<file path="config.mk">
export PLATFORM = sky130hd
export DESIGN_NAME = phy_link_port
export DESIGN_NICKNAME = d
export VERILOG_FILES = /design/src/pkg/phy_link_pkg.sv /design/src/hdl/phy_link_port.sv /design/src/hdl/phy_regfile.sv
export SDC_FILE = /design/constraint.sdc
export NUM_CORES = 1
export LEC_CHECK = 0
export BUFFER_PORTS_ARGS = -buffer_cell sky130_fd_sc_hd__buf_2
export CORE_ASPECT_RATIO = 0.7
export CORE_MARGIN = 4
export CORE_UTILIZATION = 60
export CTS_CLUSTER_SIZE = 30
export DETAILED_ROUTE_END_ITERATION = 8
export GPL_ROUTABILITY_DRIVEN = 0
export HOLD_SLACK_MARGIN = 0.1
export PLACE_DENSITY = 0.86
export SLEW_MARGIN = 20
export SYNTH_ARGS = -nofsm -noshare
export SYNTH_HDL_FRONTEND = slang
export SYNTH_HIERARCHICAL = 1
export SYNTH_SLANG_ARGS = --single-unit
</file>
<file path="constraint.sdc">
create_clock -name SYS_CLK_I -period 8.4 [get_ports SYS_CLK_I]
set_input_delay 0.42 -clock SYS_CLK_I [delete_from_list [all_inputs] [get_ports SYS_CLK_I]]
set_output_delay 0.42 -clock SYS_CLK_I [all_outputs]
set_load 0.02 [all_outputs]
</file>
<file path="src/pkg/phy_link_pkg.sv">
// constants and carriers for the link request and status port
package phy_link_pkg;

    // ------------------------------------------------------------
    // request types
    // ------------------------------------------------------------
    localparam logic [2:0] TYPE_IMM   = 3'h0;
    localparam logic [2:0] TYPE_ISO   = 3'h1;
    localparam logic [2:0] TYPE_PRI   = 3'h2;
    localparam logic [2:0] TYPE_FAIR  = 3'h3;
    localparam logic [2:0] TYPE_REGISTER_READ_REQUEST = 3'h4;
    localparam logic [2:0] TYPE_REGISTER_WRITE_REQUEST = 3'h5;
    localparam logic [2:0] TYPE_ACCEL = 3'h6;
    localparam logic [2:0] TYPE_RSVD  = 3'h7;

    // ------------------------------------------------------------
    // request lengths in bits, start and stop included; LEN_BUS7 has no stop bit
    // ------------------------------------------------------------
    localparam logic [4:0] LEN_BUS7  = 5'h07;
    localparam logic [4:0] LEN_BUS8  = 5'h08;
    localparam logic [4:0] LEN_RD    = 5'h09;
    localparam logic [4:0] LEN_WR    = 5'h11;
    localparam logic [4:0] LEN_ACCEL = 5'h06;

    // ------------------------------------------------------------
    // control line codes driven by the device
    // ------------------------------------------------------------
    localparam logic [1:0] CTL_IDLE    = 2'h0;
    localparam logic [1:0] CTL_STATUS  = 2'h1;
    localparam logic [1:0] CTL_RECEIVE = 2'h2;
    localparam logic [1:0] CTL_GRANT   = 2'h3;

    // ------------------------------------------------------------
    // register file and status word
    // ------------------------------------------------------------
    localparam int         REG_COUNT     = 16;
    localparam logic [3:0] REG_ACCEL     = 4'h5;
    localparam int         ACCEL_EN_POS  = 1;
    localparam logic [3:0] REG_NODE_ID   = 4'h0;
    localparam logic [7:0] REG_RESET_VAL = 8'h00;
    localparam logic [2:0] STAT_FLAG_PAIRS = 3'h2;
    localparam logic [2:0] STAT_FULL_PAIRS = 3'h0; // wraps: 8 pairs
    localparam logic [2:0] STAT_DATA_PAIR  = 3'h4; // first data pair

    typedef enum logic [2:0] {
        BUSREQ_NONE = 3'h0,
        BUSREQ_IMM  = 3'h1,
        BUSREQ_ISO  = 3'h2,
        BUSREQ_PRI  = 3'h3,
        BUSREQ_FAIR = 3'h4
    } busreq_type;

    // status flags carried together
    typedef struct packed {
        logic intr;
        logic bus_reset;
        logic subaction_gap;
        logic arb_reset_gap;
    } flags_type;

    // register write carried to the register memory
    typedef struct packed {
        logic       en;
        logic [3:0] addr;
        logic [7:0] data;
    } regwr_type;

endpackage

</file>
<file path="src/hdl/phy_link_port.sv">
// request decoder, pending bus request and status transfer engine
`timescale 1ns/100ps
module phy_link_port
    import phy_link_pkg::*;
(
    // clock and reset
    input  wire logic       SYS_CLK_I,
    input  wire logic       RST_I,
    // serial request line from the link controller (pin)
    input  wire logic       LINK_SERVICE_REQUEST_LINE_I,
    // interface state from the rest of the device
    input  wire logic       RECEIVE_ACTIVE_I,
    input  wire logic       BUS_RESET_I,
    input  wire logic       ARB_WON_I,
    input  wire logic       SELF_ID_DONE_I,
    input  wire flags_type  FLAG_EVENT_I,
    // register file side input for the node address
    input  wire regwr_type  NODE_ID_WR_I,
    // control lines and status data
    output logic      [1:0] INTERFACE_CONTROL_LINES_O,
    output logic      [1:0] STATUS_DATA_O,
    // pending bus request and acceleration state
    output busreq_type      BUS_REQUEST_O,
    output logic      [2:0] BUS_REQUEST_SPEED_O,
    output logic            IMMEDIATE_GRANT_O,
    output logic            ACCEL_ACTIVE_O
);
    // ------------------------------------------------------------
    // pin synchroniser
    // ------------------------------------------------------------
    logic req_meta_ff, req_ff;

    always_ff @(posedge SYS_CLK_I) begin
        if (RST_I) begin
            req_meta_ff <= 1'b0;
            req_ff      <= 1'b0;
        end else begin
            req_meta_ff <= LINK_SERVICE_REQUEST_LINE_I;
            req_ff      <= req_meta_ff;
        end
    end

    // ------------------------------------------------------------
    // serial request shifter
    // ------------------------------------------------------------
    logic        shift_act_ff, nxt_shift_act;
    logic [4:0]  cnt_ff, nxt_cnt;     // bits taken incl start
    logic [15:0] sr_ff, nxt_sr;       // bits after start, MSB first
    logic        done;                // one-cycle: request complete
    logic [2:0]  rtype;
    logic [2:0]  type_ff, nxt_type;   // type held once bit three is in
    logic [2:0]  rspeed;
    logic [3:0]  raddr;
    logic [7:0]  rdata;
    logic        fp_kill;             // receive during fair/pri shift

    // the shifter keeps moving, so the type is latched after bit three
    assign rtype = (cnt_ff == 5'h04) ? sr_ff[2:0] : type_ff;

    // shift one bit per clock, start bit opens, length ends
    always_comb begin
        nxt_shift_act = shift_act_ff;
        nxt_cnt       = cnt_ff;
        nxt_sr        = sr_ff;
        nxt_type      = type_ff;
        done          = 1'b0;
        if (!shift_act_ff) begin
            if (req_ff) begin
                nxt_shift_act = 1'b1;
                nxt_cnt       = 5'h01;
                nxt_sr        = '0;
            end
        end else begin
            nxt_sr  = {sr_ff[14:0], req_ff};
            nxt_cnt = cnt_ff + 5'h01;
            if (cnt_ff == 5'h04) begin
                nxt_type = sr_ff[2:0];
            end
            // length known once type bits are in
            if (cnt_ff >= 5'h04) begin
                unique case (rtype)
                    TYPE_REGISTER_READ_REQUEST: done = (nxt_cnt == LEN_RD);
                    TYPE_REGISTER_WRITE_REQUEST: done = (nxt_cnt == LEN_WR);
                    TYPE_ACCEL: done = (nxt_cnt == LEN_ACCEL);
                    TYPE_RSVD:  done = (nxt_cnt == LEN_BUS7);
                    default: begin
                        // stop may be omitted when speed lsb is 0
                        done = (nxt_cnt == LEN_BUS8) ||
                               (nxt_cnt == LEN_BUS7 && !req_ff);
                    end
                endcase
            end
            if (done) begin
                nxt_shift_act = 1'b0;
            end
        end
    end

    always_ff @(posedge SYS_CLK_I) begin
        if (RST_I) begin
            shift_act_ff <= 1'b0;
            cnt_ff       <= '0;
            sr_ff        <= '0;
            type_ff      <= '0;
        end else begin
            shift_act_ff <= nxt_shift_act;
            cnt_ff       <= nxt_cnt;
            sr_ff        <= nxt_sr;
            type_ff      <= nxt_type;
        end
    end

    // fields from the shifted bits, aligned by request length
    // at done the stop bit sits in bit 0; a 7-bit bus request has none
    assign raddr  = nxt_sr[4:1];
    assign rdata  = nxt_sr[8:1];
    assign rspeed = (nxt_cnt == LEN_BUS8) ? nxt_sr[3:1] : nxt_sr[2:0];

    // ------------------------------------------------------------
    // register memory
    // ------------------------------------------------------------
    regwr_type  reg_wr;
    logic [3:0] rd_addr_ff, nxt_rd_addr;
    logic [7:0] reg_rd_data;
    logic       accel_reg_en;

    // write lands the cycle the last bit arrives
    always_comb begin
        reg_wr = NODE_ID_WR_I;
        if (done && rtype == TYPE_REGISTER_WRITE_REQUEST) begin
            reg_wr.en   = 1'b1;
            reg_wr.addr = nxt_sr[12:9];
            reg_wr.data = rdata;
        end
    end

    phy_regfile #(
        .DEPTH      (REG_COUNT)
    ) u_regs (
        .clk_i      (SYS_CLK_I),
        .rst_i      (RST_I),
        .wr_i       (reg_wr),
        .rd_addr_i  (nxt_rd_addr),
        .rd_data_o  (reg_rd_data),
        .accel_en_o (accel_reg_en)
    );

    // ------------------------------------------------------------
    // pending bus request, acceleration and register read
    // ------------------------------------------------------------
    busreq_type busreq_ff, nxt_busreq;
    logic [2:0] speed_ff, nxt_speed;
    logic       accel_ff, nxt_accel;
    logic       rd_pend_ff, nxt_rd_pend;
    logic       rd_done;          // register delivered this cycle
    logic       recv_prev_ff;
    logic       grant_ff, nxt_grant;

    assign fp_kill = shift_act_ff && RECEIVE_ACTIVE_I &&
                     (rtype == TYPE_PRI || rtype == TYPE_FAIR);

    always_comb begin
        nxt_busreq  = busreq_ff;
        nxt_speed   = speed_ff;
        nxt_accel   = accel_ff;
        nxt_rd_pend = rd_pend_ff;
        nxt_rd_addr = rd_addr_ff;
        nxt_grant   = 1'b0;
        // receive drops fair and priority only
        if (RECEIVE_ACTIVE_I &&
            (busreq_ff == BUSREQ_PRI || busreq_ff == BUSREQ_FAIR)) begin
            nxt_busreq = BUSREQ_NONE;
        end
        // immediate granted at packet end
        if (recv_prev_ff && !RECEIVE_ACTIVE_I &&
            busreq_ff == BUSREQ_IMM) begin
            nxt_grant  = 1'b1;
            nxt_busreq = BUSREQ_NONE;
        end
        if (ARB_WON_I && busreq_ff != BUSREQ_NONE) begin
            nxt_busreq = BUSREQ_NONE;
        end
        if (rd_done) begin
            nxt_rd_pend = 1'b0;
        end
        if (done && !fp_kill) begin
            unique case (rtype)
                TYPE_IMM, TYPE_ISO, TYPE_PRI, TYPE_FAIR: begin
                    if (busreq_ff == BUSREQ_NONE) begin
                        nxt_speed = rspeed;
                        unique case (rtype)
                            TYPE_IMM: nxt_busreq = BUSREQ_IMM;
                            TYPE_ISO: nxt_busreq = BUSREQ_ISO;
                            TYPE_PRI: nxt_busreq = BUSREQ_PRI;
                            default:  nxt_busreq = BUSREQ_FAIR;
                        endcase
                        if (rtype == TYPE_ISO) begin
                            nxt_accel = accel_reg_en;
                        end
                    end
                end
                TYPE_REGISTER_READ_REQUEST: begin
                    if (!rd_pend_ff) begin
                        nxt_rd_pend = 1'b1;
                        nxt_rd_addr = raddr;
                    end
                end
                TYPE_REGISTER_WRITE_REQUEST: ;
                TYPE_ACCEL: nxt_accel = nxt_sr[1];
                TYPE_RSVD:  ;
            endcase
        end
        // node address sent after self-id
        if (SELF_ID_DONE_I && !rd_pend_ff) begin
            nxt_rd_pend = 1'b1;
            nxt_rd_addr = REG_NODE_ID;
        end
        // bus reset: requests gone, read kept
        if (BUS_RESET_I) begin
            nxt_busreq = BUSREQ_NONE;
            nxt_grant  = 1'b0;
            nxt_accel  = accel_reg_en;
        end
    end

    always_ff @(posedge SYS_CLK_I) begin
        if (RST_I) begin
            busreq_ff    <= BUSREQ_NONE;
            speed_ff     <= '0;
            accel_ff     <= 1'b0;
            rd_pend_ff   <= 1'b0;
            rd_addr_ff   <= '0;
            recv_prev_ff <= 1'b0;
            grant_ff     <= 1'b0;
        end else begin
            busreq_ff    <= nxt_busreq;
            speed_ff     <= nxt_speed;
            accel_ff     <= nxt_accel;
            rd_pend_ff   <= nxt_rd_pend;
            rd_addr_ff   <= nxt_rd_addr;
            recv_prev_ff <= RECEIVE_ACTIVE_I;
            grant_ff     <= nxt_grant;
        end
    end

    // ------------------------------------------------------------
    // status transfer engine
    // ------------------------------------------------------------
    flags_type   flags_ff, nxt_flags;
    logic        st_act_ff, nxt_st_act;
    logic        gap_ff, nxt_gap;     // forced idle after a transfer
    logic [2:0]  pair_ff, nxt_pair;
    logic        full_ff, nxt_full;
    logic [15:0] word_ff, nxt_word;
    logic [1:0]  ctl_ff, nxt_ctl;
    logic [1:0]  dat_ff, nxt_dat;
    logic        accel_out_ff, nxt_accel_out;

    // flags set wins over clear; sent pairs leave the pending set
    always_comb begin
        nxt_flags  = flags_ff | FLAG_EVENT_I;
        nxt_st_act = st_act_ff;
        nxt_gap    = 1'b0;
        nxt_pair   = pair_ff;
        nxt_full   = full_ff;
        nxt_word   = word_ff;
        nxt_ctl    = CTL_IDLE;
        nxt_dat    = '0;
        rd_done    = 1'b0;
        if (RECEIVE_ACTIVE_I) begin
            // cut short; flags already sent stay sent
            nxt_st_act = 1'b0;
            nxt_ctl    = CTL_RECEIVE;
        end else if (st_act_ff) begin
            nxt_ctl  = CTL_STATUS;
            nxt_dat  = word_ff[15:14];
            nxt_word = {word_ff[13:0], 2'b00};
            nxt_pair = pair_ff + 3'h1;
            if (pair_ff == 3'h0) begin
                nxt_flags.arb_reset_gap = FLAG_EVENT_I.arb_reset_gap;
                nxt_flags.subaction_gap = FLAG_EVENT_I.subaction_gap;
            end
            if (pair_ff == 3'h1) begin
                nxt_flags.bus_reset = FLAG_EVENT_I.bus_reset;
                nxt_flags.intr      = FLAG_EVENT_I.intr;
            end
            // 2 pairs for flags, 8 when a register rides
            if (nxt_pair == (full_ff ? STAT_FULL_PAIRS
                                     : STAT_FLAG_PAIRS)) begin
                nxt_st_act = 1'b0;
                nxt_gap    = 1'b1;
                rd_done    = full_ff;
            end
        end else if (ctl_ff == CTL_IDLE && !gap_ff && !grant_ff &&
                     (flags_ff != '0 || rd_pend_ff)) begin
            // start only from idle, retry whatever remains
            nxt_st_act = 1'b1;
            nxt_full   = rd_pend_ff;
            nxt_pair   = 3'h1;
            nxt_ctl    = CTL_STATUS;
            // bits 0..3 flags, 4..7 addr, 8..15 data
            nxt_dat    = {flags_ff.arb_reset_gap,
                          flags_ff.subaction_gap};
            nxt_word   = {flags_ff.bus_reset, flags_ff.intr,
                          rd_addr_ff, reg_rd_data, 2'b00};
            nxt_flags.arb_reset_gap = FLAG_EVENT_I.arb_reset_gap;
            nxt_flags.subaction_gap = FLAG_EVENT_I.subaction_gap;
        end else if (grant_ff) begin
            nxt_ctl = CTL_GRANT;
        end
    end

    always_ff @(posedge SYS_CLK_I) begin
        if (RST_I) begin
            flags_ff  <= '0;
            st_act_ff <= 1'b0;
            gap_ff    <= 1'b0;
            pair_ff   <= '0;
            full_ff   <= 1'b0;
            word_ff   <= '0;
            ctl_ff    <= CTL_IDLE;
            dat_ff    <= '0;
        end else begin
            flags_ff  <= nxt_flags;
            st_act_ff <= nxt_st_act;
            gap_ff    <= nxt_gap;
            pair_ff   <= nxt_pair;
            full_ff   <= nxt_full;
            word_ff   <= nxt_word;
            ctl_ff    <= nxt_ctl;
            dat_ff    <= nxt_dat;
        end
    end

    assign INTERFACE_CONTROL_LINES_O = ctl_ff;
    assign STATUS_DATA_O             = dat_ff;
    assign BUS_REQUEST_O             = busreq_ff;
    assign BUS_REQUEST_SPEED_O       = speed_ff;
    assign IMMEDIATE_GRANT_O         = grant_ff;
    assign ACCEL_ACTIVE_O            = accel_out_ff;

    // acceleration gated by register bit
    assign nxt_accel_out = nxt_accel && accel_reg_en;
    always_ff @(posedge SYS_CLK_I) begin
        if (RST_I) begin
            accel_out_ff <= 1'b0;
        end else begin
            accel_out_ff <= nxt_accel_out;
        end
    end

    // ------------------------------------------------------------
    // checks
    // ------------------------------------------------------------
    a_iso_held: assert property (@(posedge SYS_CLK_I) disable iff (RST_I)
        busreq_ff == BUSREQ_ISO && !ARB_WON_I && !BUS_RESET_I
        |=> busreq_ff == BUSREQ_ISO)
        else $error("iso request dropped early");
    a_reset_clears: assert property (@(posedge SYS_CLK_I) disable iff (RST_I)
        BUS_RESET_I |=> busreq_ff == BUSREQ_NONE)
        else $error("bus reset left a request");
    a_gap_between: assert property (@(posedge SYS_CLK_I) disable iff (RST_I)
        ctl_ff == CTL_STATUS && !st_act_ff
        |=> ctl_ff != CTL_STATUS)
        else $error("no idle between status");
    a_status_from_idle: assert property (@(posedge SYS_CLK_I) disable iff (RST_I)
        $rose(st_act_ff) |-> $past(ctl_ff) == CTL_IDLE)
        else $error("status started from non-idle");
    a_fp_dropped: assert property (
        @(posedge SYS_CLK_I) disable iff (RST_I)
        RECEIVE_ACTIVE_I &&
        (busreq_ff == BUSREQ_PRI || busreq_ff == BUSREQ_FAIR)
        |=> busreq_ff != BUSREQ_PRI && busreq_ff != BUSREQ_FAIR)
        else $error("fair or priority kept through receive");
    a_imm_grant: assert property (
        @(posedge SYS_CLK_I) disable iff (RST_I)
        recv_prev_ff && !RECEIVE_ACTIVE_I &&
        busreq_ff == BUSREQ_IMM && !BUS_RESET_I
        |=> grant_ff)
        else $error("immediate grant missing at packet end");
endmodule // phy_link_port

</file>
<file path="src/hdl/phy_regfile.sv">
// small register memory with registered read port
`timescale 1ns/100ps
module phy_regfile
    import phy_link_pkg::*;
#(
    parameter int DEPTH = REG_COUNT
) (
    // clock and reset
    input  wire logic       clk_i,
    input  wire logic       rst_i,
    // write port
    input  wire regwr_type  wr_i,
    // read port
    input  wire logic [3:0] rd_addr_i,
    output logic      [7:0] rd_data_o,
    // acceleration enable bit, always visible
    output logic            accel_en_o
);
    logic [7:0] mem_ff [DEPTH];
    logic [7:0] nxt_mem [DEPTH];
    logic [7:0] rd_ff;
    logic [7:0] nxt_rd;

    // write decode and registered read
    always_comb begin
        for (int i = 0; i < DEPTH; i++) begin
            nxt_mem[i] = mem_ff[i];
        end
        if (wr_i.en) begin
            nxt_mem[wr_i.addr] = wr_i.data;
        end
        nxt_rd = mem_ff[rd_addr_i];
    end

    always_ff @(posedge clk_i) begin
        if (rst_i) begin
            for (int i = 0; i < DEPTH; i++) begin
                mem_ff[i] <= REG_RESET_VAL;
            end
            rd_ff <= REG_RESET_VAL;
        end else begin
            mem_ff <= nxt_mem;
            rd_ff  <= nxt_rd;
        end
    end

    assign rd_data_o  = rd_ff;
    assign accel_en_o = mem_ff[REG_ACCEL][ACCEL_EN_POS];
endmodule // phy_regfile

</file>
Yosys cells after proc, flatten, opt, wreduce, memory -nomap -nowiden

Index checks and enable logic that the tools add are counted.

Register bits after elaboration: 205
Bits of input ports: 24
Output and inout bits: 12
Word-level logic and storage cells: 178

Add/sub/neg operators: 2
Order comparisons: 4
Eq/ne operators: 19
Mux-type cells: 66
Bitwise gates (word level): 5
Reductions and logical operators: 39

Operator list:

| operator                                                         | count |
|---|---|
| 128-bit bitwise mux                                              | 1 |
| 13-bit 2-to-1 mux                                                | 3 |
| 8-bit binary-select mux with 4-bit select                        | 1 |
| 8-bit demux with 4-bit select                                    | 1 |
| 16-bit 2-to-1 mux                                                | 2 |
| 3-bit 2-to-1 mux                                                 | 10 |
| 2-bit 2-to-1 mux                                                 | 12 |
| 8-bit 2-to-1 mux                                                 | 3 |
| 1-bit 2-to-1 mux                                                 | 23 |
| 4-bit 2-to-1 mux                                                 | 5 |
| 3-bit == test (second input constant)                            | 5 |
| 5-bit by 3-bit == test with 1-bit output (second input constant) | 3 |
| 5-bit by 4-bit == test with 1-bit output (second input constant) | 3 |
| 1-bit logical AND                                                | 15 |
| 5-bit >= comparator (second input constant)                      | 2 |
| 5-bit 2-to-1 mux                                                 | 2 |
| 4-bit inverter with 5-bit output                                 | 2 |
| 3-bit by 1-bit == test with 1-bit output (second input constant) | 3 |
| 3-bit by 2-bit == test with 1-bit output (second input constant) | 3 |
| 3-bit logical NOT                                                | 3 |
| 3-bit case mux with 3 select lines                               | 1 |
| 1-bit logical NOT                                                | 6 |
| 3-bit AND reduction                                              | 2 |
| 5-bit by 1-bit adder with 5-bit output (second input constant)   | 1 |
| 18 further kinds                                                 | 23 |

Depth between registers and ports, before layout

Depth in word-level cells: 16
Mapped depth: 20
Mapped depth without buffers: 13

Hierarchy

Netlist, hierarchy kept.

By module, submodules not included:

| module        | times used | cells an instance | area each (sq um) | sequential area each (sq um) |
|---|---|---|---|---|
| phy_regfile   | 1          | 607               | 5,889.4           | 2,722.6 |
| phy_link_port | 1          | 393               | 3,410.8           | 1,341.3 |

Worst setup path after synthesis

OpenSTA, ideal clock, no wires.

Path kind: flip-flop to flip-flop
From: register cnt_ff[0]
To: register u_regs/mem_ff[40] (netlist bit)
Library setup time: 128 ps
Arrival: 3,999 ps
Setup slack: 4,273 ps
Stages on the path, launching flop included: 19
Path through: dfxtp_1 clkbuf_1 inv_1 ha_1 and4bb_2 mux2i_1 or4_1 a22o_1 a21oi_2 and3_1 buf_2 buf_4 mux2_1 buf_2 nand2b_1 buf_2 nor3_4 mux2i_1 nor2_1

RTL lines:

| what                   | line                 | source |
|---|---|---|
| start, declared        | phy_link_port.sv:47  | `logic [4:0] cnt_ff, nxt_cnt;` |
| start signal, assigned | phy_link_port.sv:107 | `cnt_ff <= nxt_cnt;` |
| end signal, assigned   | phy_regfile.sv:42    | `mem_ff <= nxt_mem;` |
| end, declared          | phy_regfile.sv:19    | `logic [7:0] mem_ff [DEPTH];` |

==> results.sh <==
export IMPL_status="complete, no violations"
export IMPL_synth_edf_count=0
export IMPL_p_leak_nw=3.88
export IMPL_r2r_setup_slack_ns=3.16
export IMPL_whs_path_depth=3
export IMPL_fp_dieH_um=112
export IMPL_cts_buffer_depth=3
export IMPL_cts_sinks=203
export IMPL_final_setup_viol_count=0
export IMPL_clk_pin_slew_ns=0.06
export IMPL_die_x_um=157
export IMPL_grt_overflow=0
export IMPL_synth_compound_area_share_pct=13.0
export IMPL_yosys_cell_types_count=55
export IMPL_p_per_area_nw_per_um2=203
export IMPL_fmax_mhz=191
export IMPL_grt_pass1_vias=6941
export IMPL_synth_cells=1000
export IMPL_grt_total_usage_pct=26.4
export IMPL_syn_avg_cell_area_um2=9.30
export IMPL_first_pass_iters=5
export IMPL_dp_hpwl_mm=15.2
export IMPL_first_iter_violations=916
export IMPL_max_slew_margin_pct=26.4
export IMPL_hold_viol=0
export IMPL_tightest_slew_ns=1.10
export IMPL_tns_ns=0
export IMPL_ys_seq_area_share_pct=43.7
export IMPL_p_total_mw=2.06
export IMPL_numPortBuffers=35
export IMPL_post_cts_buffers=0
export IMPL_worst_hold_path_endpoint="flags_ff[1]"
export IMPL_grt_pass1_wl_mm=37.4
export IMPL_ys_ff_latch=203
export IMPL_drv_cap=0
export IMPL_skew_ns=0.00596
export IMPL_critPathArrivalTime_ns=5.59
export IMPL_post_place_ws_ns=3.35
export IMPL_r2r_start="cnt_ff[0]"
export IMPL_drive_gt1_share_pct=11.9
export IMPL_pin_count=36
export IMPL_tritoncts="done"
export IMPL_synth_nets=1031
export IMPL_min_period_ns=5.24
export IMPL_peakVddDrop_mv=0.176
export IMPL_drt_wl_total_mm=23.7
export IMPL_synthXorXnorAreaFrac_pct=0.659
export IMPL_synthSimpleGateAreaFrac_pct=16.5
export IMPL_yosys_warnings=6
export IMPL_worstPathRequired_ns=8.74
export IMPL_synthFlopType="dfxtp_1"
export IMPL_fin_ws_ns=3.16
export IMPL_hold_start="FLAG_EVENT_I[1]"
export IMPL_vias=7527
export IMPL_synth_top_family_by_area="multiplexers"
export IMPL_start_util_pct=62.2
export IMPL_synth_mux_area_share_pct=21.3
export IMPL_path_max_fanout=20
export IMPL_maxSlewViolCount=0
export IMPL_synthArstFlopShare_pct=0
export IMPL_syn_to_final_growth_pct=8.96
export IMPL_synthAdderAreaFrac_pct=0.942
export IMPL_htreeDepth=1
export IMPL_postCtsHoldBufs=0
export IMPL_wl_per_cell_um=19.9
export IMPL_fin_crit_sh_pct=62.4
export IMPL_cts_root_buf="clkbuf_16"
export IMPL_rows=37
export IMPL_cts_made_buffers=19
export IMPL_drc=0
export IMPL_grt_max_degree=105
export IMPL_critPathLaunchType="register"
export IMPL_rsz0062_at_grt="false"
export IMPL_nets=1018
export IMPL_core_um2=15000
export IMPL_min_path_type="input pin to register"
export IMPL_clk_latency_ns=0.49
export IMPL_dieArea_um2=17600
export IMPL_critical_path_class="register to register"
export IMPL_final_common_cell="dfxtp_1"
export IMPL_via_per_inst=6.31
export IMPL_final_cell_mix="dfxtp_1, nor2_1, mux2i_1"
export IMPL_ff2ff_path_depth=13
export IMPL_synthesis_area_um2=9300
export IMPL_ant_nets=0
export IMPL_worstSetupEndpointType="register"
export IMPL_antenna_found_initial=1
export IMPL_r2r_end="u_regs/mem_ff[112]"
export IMPL_post_cts_resized=0
[registers in the layout, indices dropped and copies added, names as in the netlist, 2 cells and up]
name / flops
INTERFACE_CONTROL_LINES_O: 2
word_ff: 14
sr_ff: 13
rd_addr_ff: 4
BUS_REQUEST_SPEED_O: 3
flags_ff: 4
STATUS_DATA_O: 2
pair_ff: 3
BUS_REQUEST_O: 3
u_regs/rd_data_o: 8
cnt_ff: 5
type_ff: 3
u_regs/mem_ff: 127
[routing by layer]
layer / wire length (um) / GRT usage (%) / vias to the layer above
met4: 622 / 7.57 / 0
met3: 2250 / 6.01 / 55
li1: - / - / 3516
met1: 10700 / 39.0 / 3631
met2: 10200 / 38.7 / 325
met5: 0 / 0 / -
[report_power, final]
group / leakage [nW] / switching, mW / internal [mW]
Sequential: 1.64 / 0.0169 / 0.982
Combinational: 1.91 / 0.0883 / 0.0428
Clock: 0.326 / 0.361 / 0.570
[worst max path at each step]
stage,start,endpoint,cells after the start
after detailed placement,cnt_ff[0],u_regs/mem_ff[44],13
after floorplan,cnt_ff[0],u_regs/mem_ff[40],18
after CTS,cnt_ff[0],u_regs/mem_ff[112],13
after global routing,cnt_ff[0],u_regs/mem_ff[97],13
final,cnt_ff[0],u_regs/mem_ff[112],13
after global placement,cnt_ff[0],u_regs/rd_data_o[3],13
[stage by stage]
| step | hold slack, ns | std cells | area [um^2] | utilization (%) |
|---|---|---|---|---|
| 2_1_floorplan | 0.414 | 1000 | 9300 | - |
| 3_3_place_gp | 0.418 | 1161 | 9460 | 63.3 |
| 3_5_place_dp | 0.428 | 1161 | 9460 | 63.3 |
| 4_1_cts | 0.138 | 1191 | 10100 | 67.7 |
| 5_1_grt | 0.158 | 1192 | 10100 | 67.8 |
| 6_report | 0.139 | 1192 | 10100 | 67.8 |
[worst max-delay path: stages, from the launching register on]
cell      delay [ns]
dfxtp_1         0.56
inv_1           0.12
ha_1            0.21
and4bb_2        0.34
mux2i_1         0.19
or4_1           0.49
a22o_1          0.27
a21oi_2         0.24
and3_1          0.56
mux2_1          0.49
nand2b_1        0.62
nand2b_1        0.63
mux2i_1         0.33
nor2_1          0.07
[synth_stat cells (3+ instances only)]
| cell | count | area (um^2) |
|---|---|---|
| dfxtp_1 | 203 | 4060 |
| nor2_1 | 147 | 552 |
| mux2i_1 | 128 | 1280 |
| nand2_1 | 77 | 289 |
| a21oi_1 | 75 | 375 |
| clkbuf_1 | 49 | 184 |
| o21ai_0 | 48 | 240 |
| nor2b_1 | 21 | 131 |
| mux4_2 | 20 | 450 |
| a211oi_1 | 19 | 143 |
| buf_2 | 16 | 80.1 |
| nand3_1 | 16 | 80.1 |
| a22oi_1 | 13 | 97.6 |
| mux2_2 | 13 | 146 |
| nand2b_1 | 13 | 81.3 |
| a22o_1 | 12 | 105 |
| inv_1 | 12 | 45.0 |
| nor3_1 | 11 | 55.1 |
| mux2_1 | 9 | 101 |
| nand3b_1 | 9 | 67.6 |
| o211ai_1 | 8 | 60.1 |
| ha_1 | 7 | 87.6 |
| buf_1 | 5 | 18.8 |
| buf_4 | 5 | 37.5 |
| nor3b_1 | 5 | 37.5 |
| xnor2_1 | 5 | 43.8 |
| o221ai_1 | 4 | 35.0 |
| or2_2 | 4 | 25.0 |
| or3_1 | 4 | 25.0 |
| or4_1 | 4 | 30.0 |
| a21o_1 | 3 | 22.5 |
| nor3_4 | 3 | 48.8 |
| nor4_1 | 3 | 18.8 |
[layout make-up]
cell class,count,area (um^2)
antenna,1,2.50
clock buffer,25,538
clock inverter,5,125
fill,1125,4820
inverter,12,45.0
multi-input combinational,710,4890
sequential,203,4060
tap,195,244
timing repair buffer,41,226
[kinds of logic (layout without fill, tap and decap cells)]
kind of cell	Yosys count	in the layout
AO/OA/AOI/OAI	197	197
XOR/XNOR	7	7
adder cells (fa/ha/maj)	7	7
buffers and inverters	87	83
flip-flops	203	203
multiplexers	170	170
other	0	1
AND/OR/NAND/NOR	329	329
Power figures use the tool's default switching activity.
